**src/rtl/dac_ctrl_map.vh**
```
// Register map, field positions and timing constants of the output control block
`ifndef DAC_CTRL_MAP_VH
`define DAC_CTRL_MAP_VH

// Register indices on the Avalon-MM slave (one register per word address)
`define OFS_CONTROL      4'h0
`define OFS_DATA         4'h1
`define OFS_STATUS       4'h2
`define OFS_COMMAND      4'h3
`define OFS_OUTPUT       4'h4

// Serial control words that select the same registers
`define CW_CONTROL       8'h55
`define CW_DATA          8'h01

// Configuration register fields
`define CF_CLEAR_LEVEL   15
`define CF_RANGE_EXTEND  14
`define CF_EXT_SENSE     13
`define CF_OUTPUT_ON     12
`define CF_RATE_HI       11
`define CF_RATE_LO       8
`define CF_STEP_HI       7
`define CF_STEP_LO       5
`define CF_RAMP_ON       4
`define CF_CHAIN_ON      3
`define CF_RANGE_HI      2
`define CF_RANGE_LO      0

// Data register: code in the top twelve bits
`define DT_CODE_HI       15
`define DT_CODE_LO       4

// Status register fields
`define ST_LOOP_OPEN     4'h5
`define ST_RAMP_BUSY     4'h4
`define ST_OVER_TEMP     4'h3
`define ST_LINE_LOW      4'h6

// Command register fields
`define CM_CLEAR         4'h0
`define CM_RESET         4'h1

// Output codes
`define CODE_ZERO        12'h000
`define CODE_MID         12'h800

// Range encodings
`define RANGE_BIPOLAR_A  3'h2
`define RANGE_BIPOLAR_B  3'h3
`define RANGE_CURRENT    2

// Timing
`define CLK_HZ           32'h05f5e100
`define RATE_F0          32'h000186a0
`define RATE_F1          32'h0007a120
`define RATE_F2          32'h00051615
`define RATE_F3          32'h0003d090
`define RATE_F4          32'h00030d40
`define RATE_F5          32'h000186a0
`define RATE_F6          32'h0000c350
`define RATE_F7          32'h00008235
`define RATE_F8          32'h000061a8
`define RATE_F9          32'h00004e20
`define RATE_F10         32'h000030d4
`define RATE_F11         32'h00002710
`define RATE_F12         32'h0000208d
`define RATE_F13         32'h00001a0a
`define RATE_F14         32'h00001388
`define RATE_F15         32'h00000f51
`define DIV_W            15

`endif

```
**src/rtl/dac_output_slew_clear_fault_control.v**
```verilog
// Output code control: fault alert, clear, range bits and digital slew ramp
//
// Contract
// - Open-drain alert driven active while any fault condition is present.
// - Alert raised on low current-loop drive headroom, before any output error.
// - Alert raised when core temperature passes about 150 degrees C.
// - Separate status flags show loop-open and over-temperature causes.
// - Clear input active high, forces clear value regardless of bus traffic.
// - Effective clear level is OR of clear-level pin and register bit.
// - Level 0 clears to 0 V; level 1 to mid-scale or negative full-scale.
// - Current ranges clear to the lowest value of the range.
// - Output stays at cleared value until new data is written.
// - Clear command from registers loads the clear value like the clear pin, for one cycle only.
// - Range-extend bit widens the voltage range by ten percent.
// - Register bit selects external sense resistor for current output.
// - With ramp off, new codes apply directly on both outputs.
// - With ramp on, output steps toward target once per update tick.
// - Four-bit rate field picks tick rate from sixteen-entry table.
// - Three-bit step field gives step of two to the field power LSBs.
// - With ramp on every change ramps, clear included.
// - Configuration write during a ramp halts output at present value.
// - Control word 0x55 and layout of configuration register bits.
// - Ramp-busy flag at status bit four while output is ramping.
// - Control word 0x01 data register, code in top twelve bits.
//
// The placing of the registers and the Avalon-MM slave port are this design's own decisions.
`include "dac_ctrl_map.vh"

module dac_output_slew_clear_fault_control (
   input  wire        mclk,
   input  wire        arst_n,
   // Avalon-MM slave
   input  wire [3:0]  address,
   input  wire        read,
   input  wire        write,
   input  wire [3:0]  byteenable,
   input  wire [31:0] writedata,
   output reg  [31:0] readdata,
   output wire        waitrequest,
   // Pins
   input  wire        clear_in,
   input  wire        clear_level_in,
   input  wire        loop_headroom_low,
   input  wire        over_temp_in,
   input  wire        fault_pin_in,
   output wire        fault_pin_out,
   output wire        fault_pin_oe_n,
   // Converter controls
   output reg  [11:0] dac_code,
   output wire [2:0]  range_sel,
   output wire        range_extend_bit,
   output wire        ext_sense_resistor_bit,
   output wire        output_on_bit,
   output wire        chain_on_bit
);

   reg  [15:0]        config_q;
   reg  [11:0]        target_q;
   reg  [`DIV_W-1:0]  tick_cnt_q;
   reg                ack_q;
   reg  [1:0]         clr_sync_q;
   reg  [1:0]         lvl_sync_q;
   reg  [1:0]         loop_sync_q;
   reg  [1:0]         temp_sync_q;
   reg  [1:0]         line_sync_q;

   wire               req;
   wire               take;
   wire               wr_ctrl;
   wire               wr_data;
   wire               wr_cmd;
   wire               clear_lvl;
   wire               clear_hold;
   wire               clear_go;
   wire [11:0]        clear_val;
   wire               ramp_on;
   wire               busy;
   wire               tick;
   wire [15:0]        status_w;
   wire [15:0]        ctrl_merged;
   wire [11:0]        data_merged;
   wire [15:0]        data_lanes;
   wire               soft_rst;
   wire               cmd_clear;
   wire [3:0]         rate_sel;
   wire [2:0]         step_sel;
   wire [`DIV_W-1:0]  one_div;
   wire [`DIV_W-1:0]  period_m1;
   wire [11:0]        ramp_target;
   wire [11:0]        ramp_next;
   wire [11:0]        direct_next;
   wire               step_go;

   // Update period in clock cycles for a rate code
   function [`DIV_W-1:0] rate_div;
      input [3:0] code;
      reg   [31:0] f;
      reg   [31:0] q;
      begin
         case (code)
            4'h0:    f = `RATE_F0;
            4'h1:    f = `RATE_F1;
            4'h2:    f = `RATE_F2;
            4'h3:    f = `RATE_F3;
            4'h4:    f = `RATE_F4;
            4'h5:    f = `RATE_F5;
            4'h6:    f = `RATE_F6;
            4'h7:    f = `RATE_F7;
            4'h8:    f = `RATE_F8;
            4'h9:    f = `RATE_F9;
            4'ha:    f = `RATE_F10;
            4'hb:    f = `RATE_F11;
            4'hc:    f = `RATE_F12;
            4'hd:    f = `RATE_F13;
            4'he:    f = `RATE_F14;
            default: f = `RATE_F15;
         endcase
         q = `CLK_HZ / f;
         rate_div = q[`DIV_W-1:0];
      end
   endfunction

   // Clear code for the active range and level
   function [11:0] clear_code;
      input [2:0] range;
      input       level;
      begin
         if (range[`RANGE_CURRENT]) begin
            clear_code = `CODE_ZERO;
         end else if (range == `RANGE_BIPOLAR_A || range == `RANGE_BIPOLAR_B) begin
            clear_code = level ? `CODE_ZERO : `CODE_MID;
         end else begin
            clear_code = level ? `CODE_MID : `CODE_ZERO;
         end
      end
   endfunction

   // One ramp step toward the target, clipped so it never overshoots
   function [11:0] step_toward;
      input [11:0] cur;
      input [11:0] tgt;
      input [2:0]  sel;
      reg   [11:0] inc;
      begin
         inc = 12'h001 << sel;
         if (tgt > cur) begin
            step_toward = (tgt - cur < inc) ? tgt : cur + inc;
         end else if (tgt < cur) begin
            step_toward = (cur - tgt < inc) ? tgt : cur - inc;
         end else begin
            step_toward = cur;
         end
      end
   endfunction

   // Byte-lane merge of a 16-bit register
   function [15:0] lane_merge;
      input [15:0] old;
      input [15:0] nw;
      input [1:0]  be;
      begin
         lane_merge[7:0]  = be[0] ? nw[7:0]  : old[7:0];
         lane_merge[15:8] = be[1] ? nw[15:8] : old[15:8];
      end
   endfunction

   // One command bit of a taken command write
   function cmd_hit;
      input        hit;
      input        lane;
      input [15:0] wd;
      input [3:0]  pos;
      begin
         cmd_hit = hit & lane & wd[pos];
      end
   endfunction

   // One flag placed at its status bit
   function [15:0] flag_at;
      input       v;
      input [3:0] pos;
      begin
         flag_at = {15'h0000, v} << pos;
      end
   endfunction

   // Read word for a register index; unmapped indices read as zero
   function [31:0] read_word;
      input [3:0]  idx;
      input [15:0] cfg;
      input [11:0] tgt;
      input [15:0] st;
      input [11:0] code;
      begin
         case (idx)
            `OFS_CONTROL: read_word = {16'h0000, cfg};
            `OFS_DATA:    read_word = {16'h0000, tgt, 4'h0};
            `OFS_STATUS:  read_word = {16'h0000, st};
            `OFS_OUTPUT:  read_word = {20'h00000, code};
            default:      read_word = 32'h00000000;
         endcase
      end
   endfunction

   // Bus slave: every access answers at the second edge.
   // Exactly one wait cycle: the acknowledge flop rises after the first edge
   // and falls after the second, so back-to-back requests each get a wait.
   assign req         = read | write;
   assign take        = req & ack_q;
   assign waitrequest = req & ~ack_q;
   assign wr_ctrl     = take & write & (address == `OFS_CONTROL);
   assign wr_data     = take & write & (address == `OFS_DATA);
   assign wr_cmd      = take & write & (address == `OFS_COMMAND);

   assign ctrl_merged = lane_merge(config_q, writedata[15:0], byteenable[1:0]);
   assign data_lanes  = lane_merge({target_q, 4'h0}, writedata[15:0],
                                   byteenable[1:0]);
   assign data_merged = data_lanes[`DT_CODE_HI:`DT_CODE_LO];

   // Configuration fields
   assign clear_lvl   = clear_lvl_pin_or_bit(lvl_sync_q[1], config_q[`CF_CLEAR_LEVEL]);
   assign ramp_on     = config_q[`CF_RAMP_ON];
   assign range_sel   = config_q[`CF_RANGE_HI:`CF_RANGE_LO];
   assign range_extend_bit       = config_q[`CF_RANGE_EXTEND];
   assign ext_sense_resistor_bit = config_q[`CF_EXT_SENSE];
   assign output_on_bit          = config_q[`CF_OUTPUT_ON];
   assign chain_on_bit           = config_q[`CF_CHAIN_ON];

   function clear_lvl_pin_or_bit;
      input a;
      input b;
      begin
         clear_lvl_pin_or_bit = a | b;
      end
   endfunction

   // Clear: held while the pin is high, and once on a command
   assign clear_val  = clear_code(range_sel, clear_lvl);
   assign clear_hold = clr_sync_q[1];
   assign cmd_clear  = cmd_hit(wr_cmd, byteenable[0], writedata[15:0], `CM_CLEAR);
   assign soft_rst   = cmd_hit(wr_cmd, byteenable[0], writedata[15:0], `CM_RESET);
   assign clear_go   = clear_hold | cmd_clear;

   assign busy = ramp_on & (dac_code != target_q);
   assign tick = (tick_cnt_q == {`DIV_W{1'b0}});

   // Ramp step and direct update values; a clear steers the ramp at once
   assign rate_sel    = config_q[`CF_RATE_HI:`CF_RATE_LO];
   assign step_sel    = config_q[`CF_STEP_HI:`CF_STEP_LO];
   assign one_div     = {{(`DIV_W-1){1'b0}}, 1'b1};
   assign period_m1   = rate_div(rate_sel) - one_div;
   assign ramp_target = clear_go ? clear_val : target_q;
   assign ramp_next   = step_toward(dac_code, ramp_target, step_sel);
   assign step_go     = tick & busy & (clear_go | ~(wr_ctrl | wr_data));
   assign direct_next = clear_go ? clear_val : (wr_data ? data_merged : target_q);

   // Fault alert: open drain, pulled low while any fault is present
   assign fault_pin_out  = 1'b0;
   assign fault_pin_oe_n = ~(loop_sync_q[1] | temp_sync_q[1]);

   // Fault flags are live levels, not sticky
   assign status_w = flag_at(loop_sync_q[1], `ST_LOOP_OPEN)
                   | flag_at(temp_sync_q[1], `ST_OVER_TEMP)
                   | flag_at(busy, `ST_RAMP_BUSY)
                   | flag_at(~line_sync_q[1], `ST_LINE_LOW);

   // Clear pins: two flops before any logic reads them
   always @(posedge mclk or negedge arst_n) begin
      if (!arst_n) begin
         clr_sync_q  <= 2'h0;
         lvl_sync_q  <= 2'h0;
      end else begin
         clr_sync_q  <= {clr_sync_q[0], clear_in};
         lvl_sync_q  <= {lvl_sync_q[0], clear_level_in};
      end
   end

   // Fault inputs and the shared alert wire, which idles high on its pull-up
   always @(posedge mclk or negedge arst_n) begin
      if (!arst_n) begin
         loop_sync_q <= 2'h0;
         temp_sync_q <= 2'h0;
         line_sync_q <= 2'h3;
      end else begin
         loop_sync_q <= {loop_sync_q[0], loop_headroom_low};
         temp_sync_q <= {temp_sync_q[0], over_temp_in};
         line_sync_q <= {line_sync_q[0], fault_pin_in};
      end
   end

   // Bus acknowledge and read data
   always @(posedge mclk or negedge arst_n) begin
      if (!arst_n) begin
         ack_q    <= 1'b0;
         readdata <= 32'h00000000;
      end else begin
         ack_q <= req & ~ack_q;
         // Loaded at the first edge so it stands at the edge the master samples
         if (read & ~ack_q) begin
            readdata <= read_word(address, config_q, target_q, status_w, dac_code);
         end
      end
   end

   // Configuration register
   always @(posedge mclk or negedge arst_n) begin
      if (!arst_n) begin
         config_q <= 16'h0000;
      end else if (soft_rst) begin
         config_q <= 16'h0000;
      end else if (wr_ctrl) begin
         config_q <= ctrl_merged;
      end
   end

   // Ramp timer: held at a full period while idle, so a new target waits one period
   always @(posedge mclk or negedge arst_n) begin
      if (!arst_n) begin
         tick_cnt_q <= {`DIV_W{1'b0}};
      end else if (soft_rst) begin
         tick_cnt_q <= {`DIV_W{1'b0}};
      end else if (tick | ~busy) begin
         tick_cnt_q <= period_m1;
      end else begin
         tick_cnt_q <= tick_cnt_q - one_div;
      end
   end

   // Target code: a clear beats a data write in the same cycle
   always @(posedge mclk or negedge arst_n) begin
      if (!arst_n) begin
         target_q <= `CODE_ZERO;
      end else if (soft_rst) begin
         target_q <= `CODE_ZERO;
      end else if (clear_go) begin
         target_q <= clear_val;
      end else if (wr_ctrl & busy) begin
         // Halting a ramp freezes the output where it stands
         target_q <= dac_code;
      end else if (wr_data) begin
         target_q <= data_merged;
      end
   end

   // Output code: direct with the ramp off, one clipped step per tick with it on
   always @(posedge mclk or negedge arst_n) begin
      if (!arst_n) begin
         dac_code <= `CODE_ZERO;
      end else if (soft_rst) begin
         dac_code <= `CODE_ZERO;
      end else if (!ramp_on) begin
         dac_code <= direct_next;
      end else if (step_go) begin
         dac_code <= ramp_next;
      end
   end

endmodule

```
**config.mk**
```make
export PLATFORM = sky130hd
export DESIGN_NAME = dac_output_slew_clear_fault_control
export DESIGN_NICKNAME = d
export VERILOG_FILES = /design/src/rtl/dac_output_slew_clear_fault_control.v
export VERILOG_INCLUDE_DIRS = /design/src /design/src/rtl
export SDC_FILE = /design/constraint.sdc
export NUM_CORES = 1
export LEC_CHECK = 0
export BUFFER_PORTS_ARGS = -buffer_cell sky130_fd_sc_hd__buf_2
export CAP_MARGIN = 5
export CORE_MARGIN = 2
export CORE_UTILIZATION = 34
export CTS_BUF_LIST = sky130_fd_sc_hd__clkbuf_8
export DETAILED_ROUTE_END_ITERATION = 10
export PLACE_DENSITY_LB_ADDON = 0.05
export REMOVE_ABC_BUFFERS = 1
export SYNTH_ARGS = -nofsm -noshare
export SYNTH_HDL_FRONTEND = slang
export SYNTH_SLANG_ARGS = --single-unit
export TNS_END_PERCENT = 5
```
**constraint.sdc**
```tcl
create_clock -name mclk -period 68.5 [get_ports mclk]
set_input_delay 3.425 -clock mclk [delete_from_list [all_inputs] [get_ports mclk]]
set_output_delay 3.425 -clock mclk [all_outputs]
set_load 0.01 [all_outputs]
```
==> results.toml, run 1 <==
[min_path]
holdPathStages = 0
min_from = "lvl_sync_q[0]"
min_to = "lvl_sync_q[1]"
hp-class = "reg -> reg"

[clock_network]
clock_latency_ns = 0.39
cts_buffers = 9
tritoncts = "yes"
cts_buffer_depth = 2
postCtsHoldBufs = 0
cts_root_buf = "clkbuf_8"
cts_sinks = 82
clkTransAtPathRegs_ns = 0.11
cts-htree-levels = 3

[grt]
grt_pass1_wl_mm = 196
top_usage_layer = "met2"
met1_usage_pct = 35.8
met3_usage_pct = 0.907
gr-total-overflow = 0
grt_max_degree = 45
antenna_found_initial = 4
track_usage_pct = 25.5
use_met2_pct = 43.5
grt_pass1_vias = 36300

[floorplanning]
start_util_pct = 34.3
io_pins = 103
row_count = 111
die_h_um = 308
die_w_um = 308
die_area_um2 = 94900
coreArea_um2 = 91700

[sta]
fmax_ghz = 0.0154
worst_pin_slew_ns = 1.19
tns_ns = 0
timing.final.max_slew_violations = 0
setup_viol = 0
finalCriticalPeriod_ns = 64.88
slew_headroom_pct = 20.3
fin_crit_sh_pct = 94.7
fin_skew_ns = 0.0188
hold_viol = 0

[setup_path]
timing.rr.end = "tick_cnt_q[5]"
rr_startpoint = "config_q[8]"
crit_arrival_ns = 65.18
worstPathRequired_ns = 68.80
reg2reg_depth = 382
cp_max_fo = 11
critPathMaxStageDelay_ns = 0.52
crit_slowest_cell = "or4_4"
cp-end-kind = "flip-flop"
crit_top_cell = "o21ai_1"
crit_type = "reg -> reg"
r2r_slack_ns = 3.62
start_kind = "flip-flop"

[routing]
vias = 38000
via_per_inst = 5.32
antenna_left = 0
drc = 0
wl_per_cell_um = 17.4
first_pass_iters = 6
drt_iter0_drc = 2250
routed_wl_mm = 124

[synth]
synth-seq-cells = 82
avgSynthCellArea_um2 = 7.06
async_flop_share_pct = 100
synth_edf_count = 0
yosys_warnings = 0
syn_inst = 4450
ys_seq_area_share_pct = 6.54
synth.distinct_cells = 132
netlist_area_um2 = 31400
synthFlopType = "dfrtp_1"

[cells_and_area]
drive_above_1_share_pct = 34.9
layout.nets = 6439
final_cells = 7143
final_cell_area_um2 = 46000
regArea_um2 = 2060
finish.utilization_pct = 50.1
area_growth_pct = 46.3
nFillCells = 9447
multiInputGateArea_um2 = 29200

[placed_design]
dp.cells = 7063
placed_cell_area_um2 = 44000
dp_hpwl_mm = 100
io_buffers = 67
place_congestion = 0.908

[flow_run]
drv_cap = 0

[status]
status = "finished, final reports clean"
[area by class of cell]
class	instances	share of cell area, %
Tap cell	1186	3.23
Sequential cell	82	4.48
Clock inverter	7	0.199
Multi-Input combinational cell	4033	63.6
Timing Repair Buffer	1634	26.6
Clock buffer	9	0.270
Inverter	188	1.55
Antenna cell	4	0.0218
[cells by family after synthesis]
logic type	count (synthesis)	share of synthesized area, %
AOI/OAI and AO/OA	1560	32.8
and+or+nand+nor	1549	24.1
adders and majority gates	444	17.8
buffers and inverters	358	4.99
xor gates and xnor gates	296	8.36
muxes	159	5.50
DFF	82	6.54
other	2	0.0239
[metal layers]
layer	share of wire [%]	routed length, µm
met1	49	61400
met2	46	57400
met3	2.6	3290
met4	1.9	2390
met5	0	0
[registers in the layout, summed over array words and instances (netlist names)]
name and cells:
ack_q 1, clr_sync_q 2, config_q 16, dac_code 12, line_sync_q 2, loop_sync_q 2
lvl_sync_q 2, readdata 16, target_q 12, temp_sync_q 2, tick_cnt_q 15
[Yosys cell counts (44+ instances only)]
library cell,n,area [µm²]
nor3_1,113,566
and2_1,52,325
nor2b_1,45,282
a21oi_1,366,1830
xor2_1,98,858
ha_1,438,5480
xnor2_1,196,1720
o211ai_1,44,330
and3_1,49,307
o21a_1,145,1090
nand2_1,464,1740
mux2i_1,56,561
mux2_2,99,1110
a21o_1,156,1170
nor2_1,402,1510
clkbuf_1,89,334
dfrtp_1,80,2000
o21ai_0,364,1820
nand3_1,91,455
o31ai_1,68,510
inv_1,184,691
nand2b_1,80,500
nand4_1,51,319
[timing repair]
action,in CTS,in global routing
gates resized for setup,72,287
gates cloned,0,2
endpoints found under the setup margin,15,15
pin swaps,18,122
buffers inserted,13,45
[worst max path at each step]
stage	from	end	slack, ns	depth (start not counted)
finish	config_q[8]	tick_cnt_q[5]	3.62	382
global route	config_q[8]	tick_cnt_q[11]	-0.44	381
CTS	config_q[8]	tick_cnt_q[5]	0.01	388
detailed placement	config_q[8]	tick_cnt_q[5]	-2.90	377
global placement	config_q[8]	tick_cnt_q[5]	-2.74	373
floorplan	config_q[8]	tick_cnt_q[8]	-7.42	341
[cells in the final DEF, fill, tap and decap left out, types with 63 or more instances in the layout]
master | netlist | routed
o21ai_0 | 364 | 286
nor3_1 | 113 | 103
xor2_1 | 98 | 97
nor2_1 | 402 | 387
ha_1 | 438 | 412
dfrtp_1 | 80 | 78
nand2_1 | 464 | 462
buf_4 | 39 | 1543
nand3_1 | 91 | 89
mux2_2 | 99 | 96
o31ai_1 | 68 | 63
a21o_1 | 156 | 156
o21a_1 | 145 | 144
nand2b_1 | 80 | 79
buf_2 | 23 | 67
xnor2_1 | 196 | 196
a21oi_1 | 366 | 312
inv_1 | 184 | 178
[critical path: cells and delay by family, from the launching register on]
kind	cells	cell delay, ns
DFF	1	0.45
muxes	8	2.26
adders and majority gates	25	6.96
and+or+nand+nor	99	15.15
buffers and inverters	39	5.33
AOI/OAI and AO/OA	211	34.46
[per-stage QoR]
stage          setup slack (ns)  hold WS (ns)
2_1_floorplan             -7.42         0.331
3_3_place_gp              -2.74         0.334
3_5_place_dp              -2.90         0.337
4_1_cts                 0.00998         0.367
5_1_grt                  -0.444         0.371
6_report                   3.62         0.361
Power of run 1 is not shown: default switching activity piles up to over one toggle a cycle in this logic, so the estimate is an artifact.
==> run 2: changes to the inputs <==
CORE_ASPECT_RATIO = 0.5   (was default)
CORE_UTILIZATION = 30   (was 34)
==> results.toml, run 2 (synthesis results as in run 1) <==
[status]
status = "finished, final reports clean"

[clock_network]
cts-htree-levels = 3
tritoncts = "yes"
clock_latency_ns = 0.37
cts_sinks = 82
cts_buffers = 9
cts_buffer_depth = 2
cts_root_buf = "clkbuf_8"
clkTransAtPathRegs_ns = 0.11

[cells_and_area]
mostFrequentLayoutCells = "1,643 x buf_4, 459 x nand2_1, 408 x ha_1"
final_cell_area_um2 = 47300
layout.nets = 6541
area_growth_pct = 50.7
drive_above_1_share_pct = 37.0
final_common_cell = "buf_4"
top_regs = "config_q x16, readdata x16, tick_cnt_q x15"
diodes = 0

[sta]
hold_viol = 0
fin_crit_sh_pct = 94.4
tns_ns = 0
setup_viol = 0
fin_skew_ns = 0.0179
worst_pin_slew_ns = 1.21
timing.final.max_slew_violations = 0
finalCriticalPeriod_ns = 64.68
setup_ws_ns = 3.82
slew_headroom_pct = 19.0
fmax_ghz = 0.0155

[setup_path]
crit_slowest_cell = "or4_4"
crit_arrival_ns = 64.97
path_buf_inv = 47
rr_startpoint = "config_q[9]"
worstPathRequired_ns = 68.79
cp_max_fo = 15
critPathMaxStageDelay_ns = 0.54
timing.rr.end = "tick_cnt_q[5]"
crit_type = "reg -> reg"
reg2reg_depth = 379
start_kind = "flip-flop"
r2r_slack_ns = 3.82
cp-end-kind = "flip-flop"
crit_family = "compound AO/OA/AOI/OAI gates"

[grt]
grt_pass1_wl_mm = 205
antenna_found_initial = 1
track_usage_pct = 23.7
grt_max_degree = 62
gr-total-overflow = 0
grt_pass1_vias = 37500

[floorplanning]
die_w_um = 462
start_util_pct = 30.4
die_area_um2 = 107000
coreArea_um2 = 103000
io_pins = 103
die_h_um = 233
row_count = 83

[placed_design]
placed_cell_area_um2 = 44900
place_congestion = 0.889
pre_cts_ws_ns = -3.88
dp_hpwl_mm = 108
io_buffers = 67

[flow_run]
drv_cap = 0

[min_path]
holdPathStages = 0
min_from = "temp_sync_q[0]"
min_to = "temp_sync_q[1]"
hp-class = "reg -> reg"

[routing]
vias = 38700
first_pass_iters = 7
routed_wl_mm = 132
wl_per_cell_um = 17.7
antenna_left = 0
drt_iter0_drc = 2270
via_per_inst = 5.19
drc = 0
run 2: cell types whose count changed in the layout (fill, tap and decap cells not counted), sizes merged:
cell	previous run	this run
diode	4	0
clkinv	1	4
clkinvlp	2	0
a21o	156	157
buf	1633	1734
bufinv	1	0
run 2: how the worst max path moves through the flow:
stage,cells after the start,from,endpoint,slack (ns)
2_1_floorplan,341,config_q[8],tick_cnt_q[8],-7.42
3_3_place_gp,374,config_q[8],tick_cnt_q[8],-3.37
3_5_place_dp,375,config_q[8],tick_cnt_q[8],-3.88
5_1_grt,383,config_q[9],tick_cnt_q[5],-0.41
6_report,379,config_q[9],tick_cnt_q[5],3.82
4_1_cts,375,config_q[8],tick_cnt_q[5],0.004
run 2: final cells by class:
| cell class | instances | area (µm²) |
|---|---|---|
| Fill cell | 10700 | 55900 |
| Multi-Input combinational cell | 4034 | 29600 |
| Timing Repair Buffer | 1735 | 13000 |
| Sequential cell | 82 | 2060 |
| Tap cell | 1402 | 1750 |
| Inverter | 188 | 718 |
| Clock buffer | 9 | 124 |
| Clock inverter | 7 | 81.3 |
run 2: repair_timing:
action                     in CTS  in global routing
cloned                          0                  3
buffers inserted                6                 63
hold buffers                    0                  0
pin swaps                      19                142
setup endpoints to repair      15                 15
resized for setup             105                326
run 2: metal layers:
layer,global-route usage [%],vias to the layer above,wire length [µm]
met5,0,-,0
met4,2.48,0,1170
met3,0.741,63,3930
met2,38.6,583,57800
met1,35.4,18300,69000
li1,-,19700,-
run 2: per-stage QoR:
stage | hold WS, ns | util [%] | std cells
after floorplan | 0.331 | - | 4303
after global placement | 0.333 | 43.5 | 7369
after detailed placement | 0.336 | 43.5 | 7369
after CTS | 0.363 | 44.1 | 7391
after global routing | 0.373 | 45.9 | 7457
final | 0.360 | 45.9 | 7457
Power of run 2 is left out for the same reason.
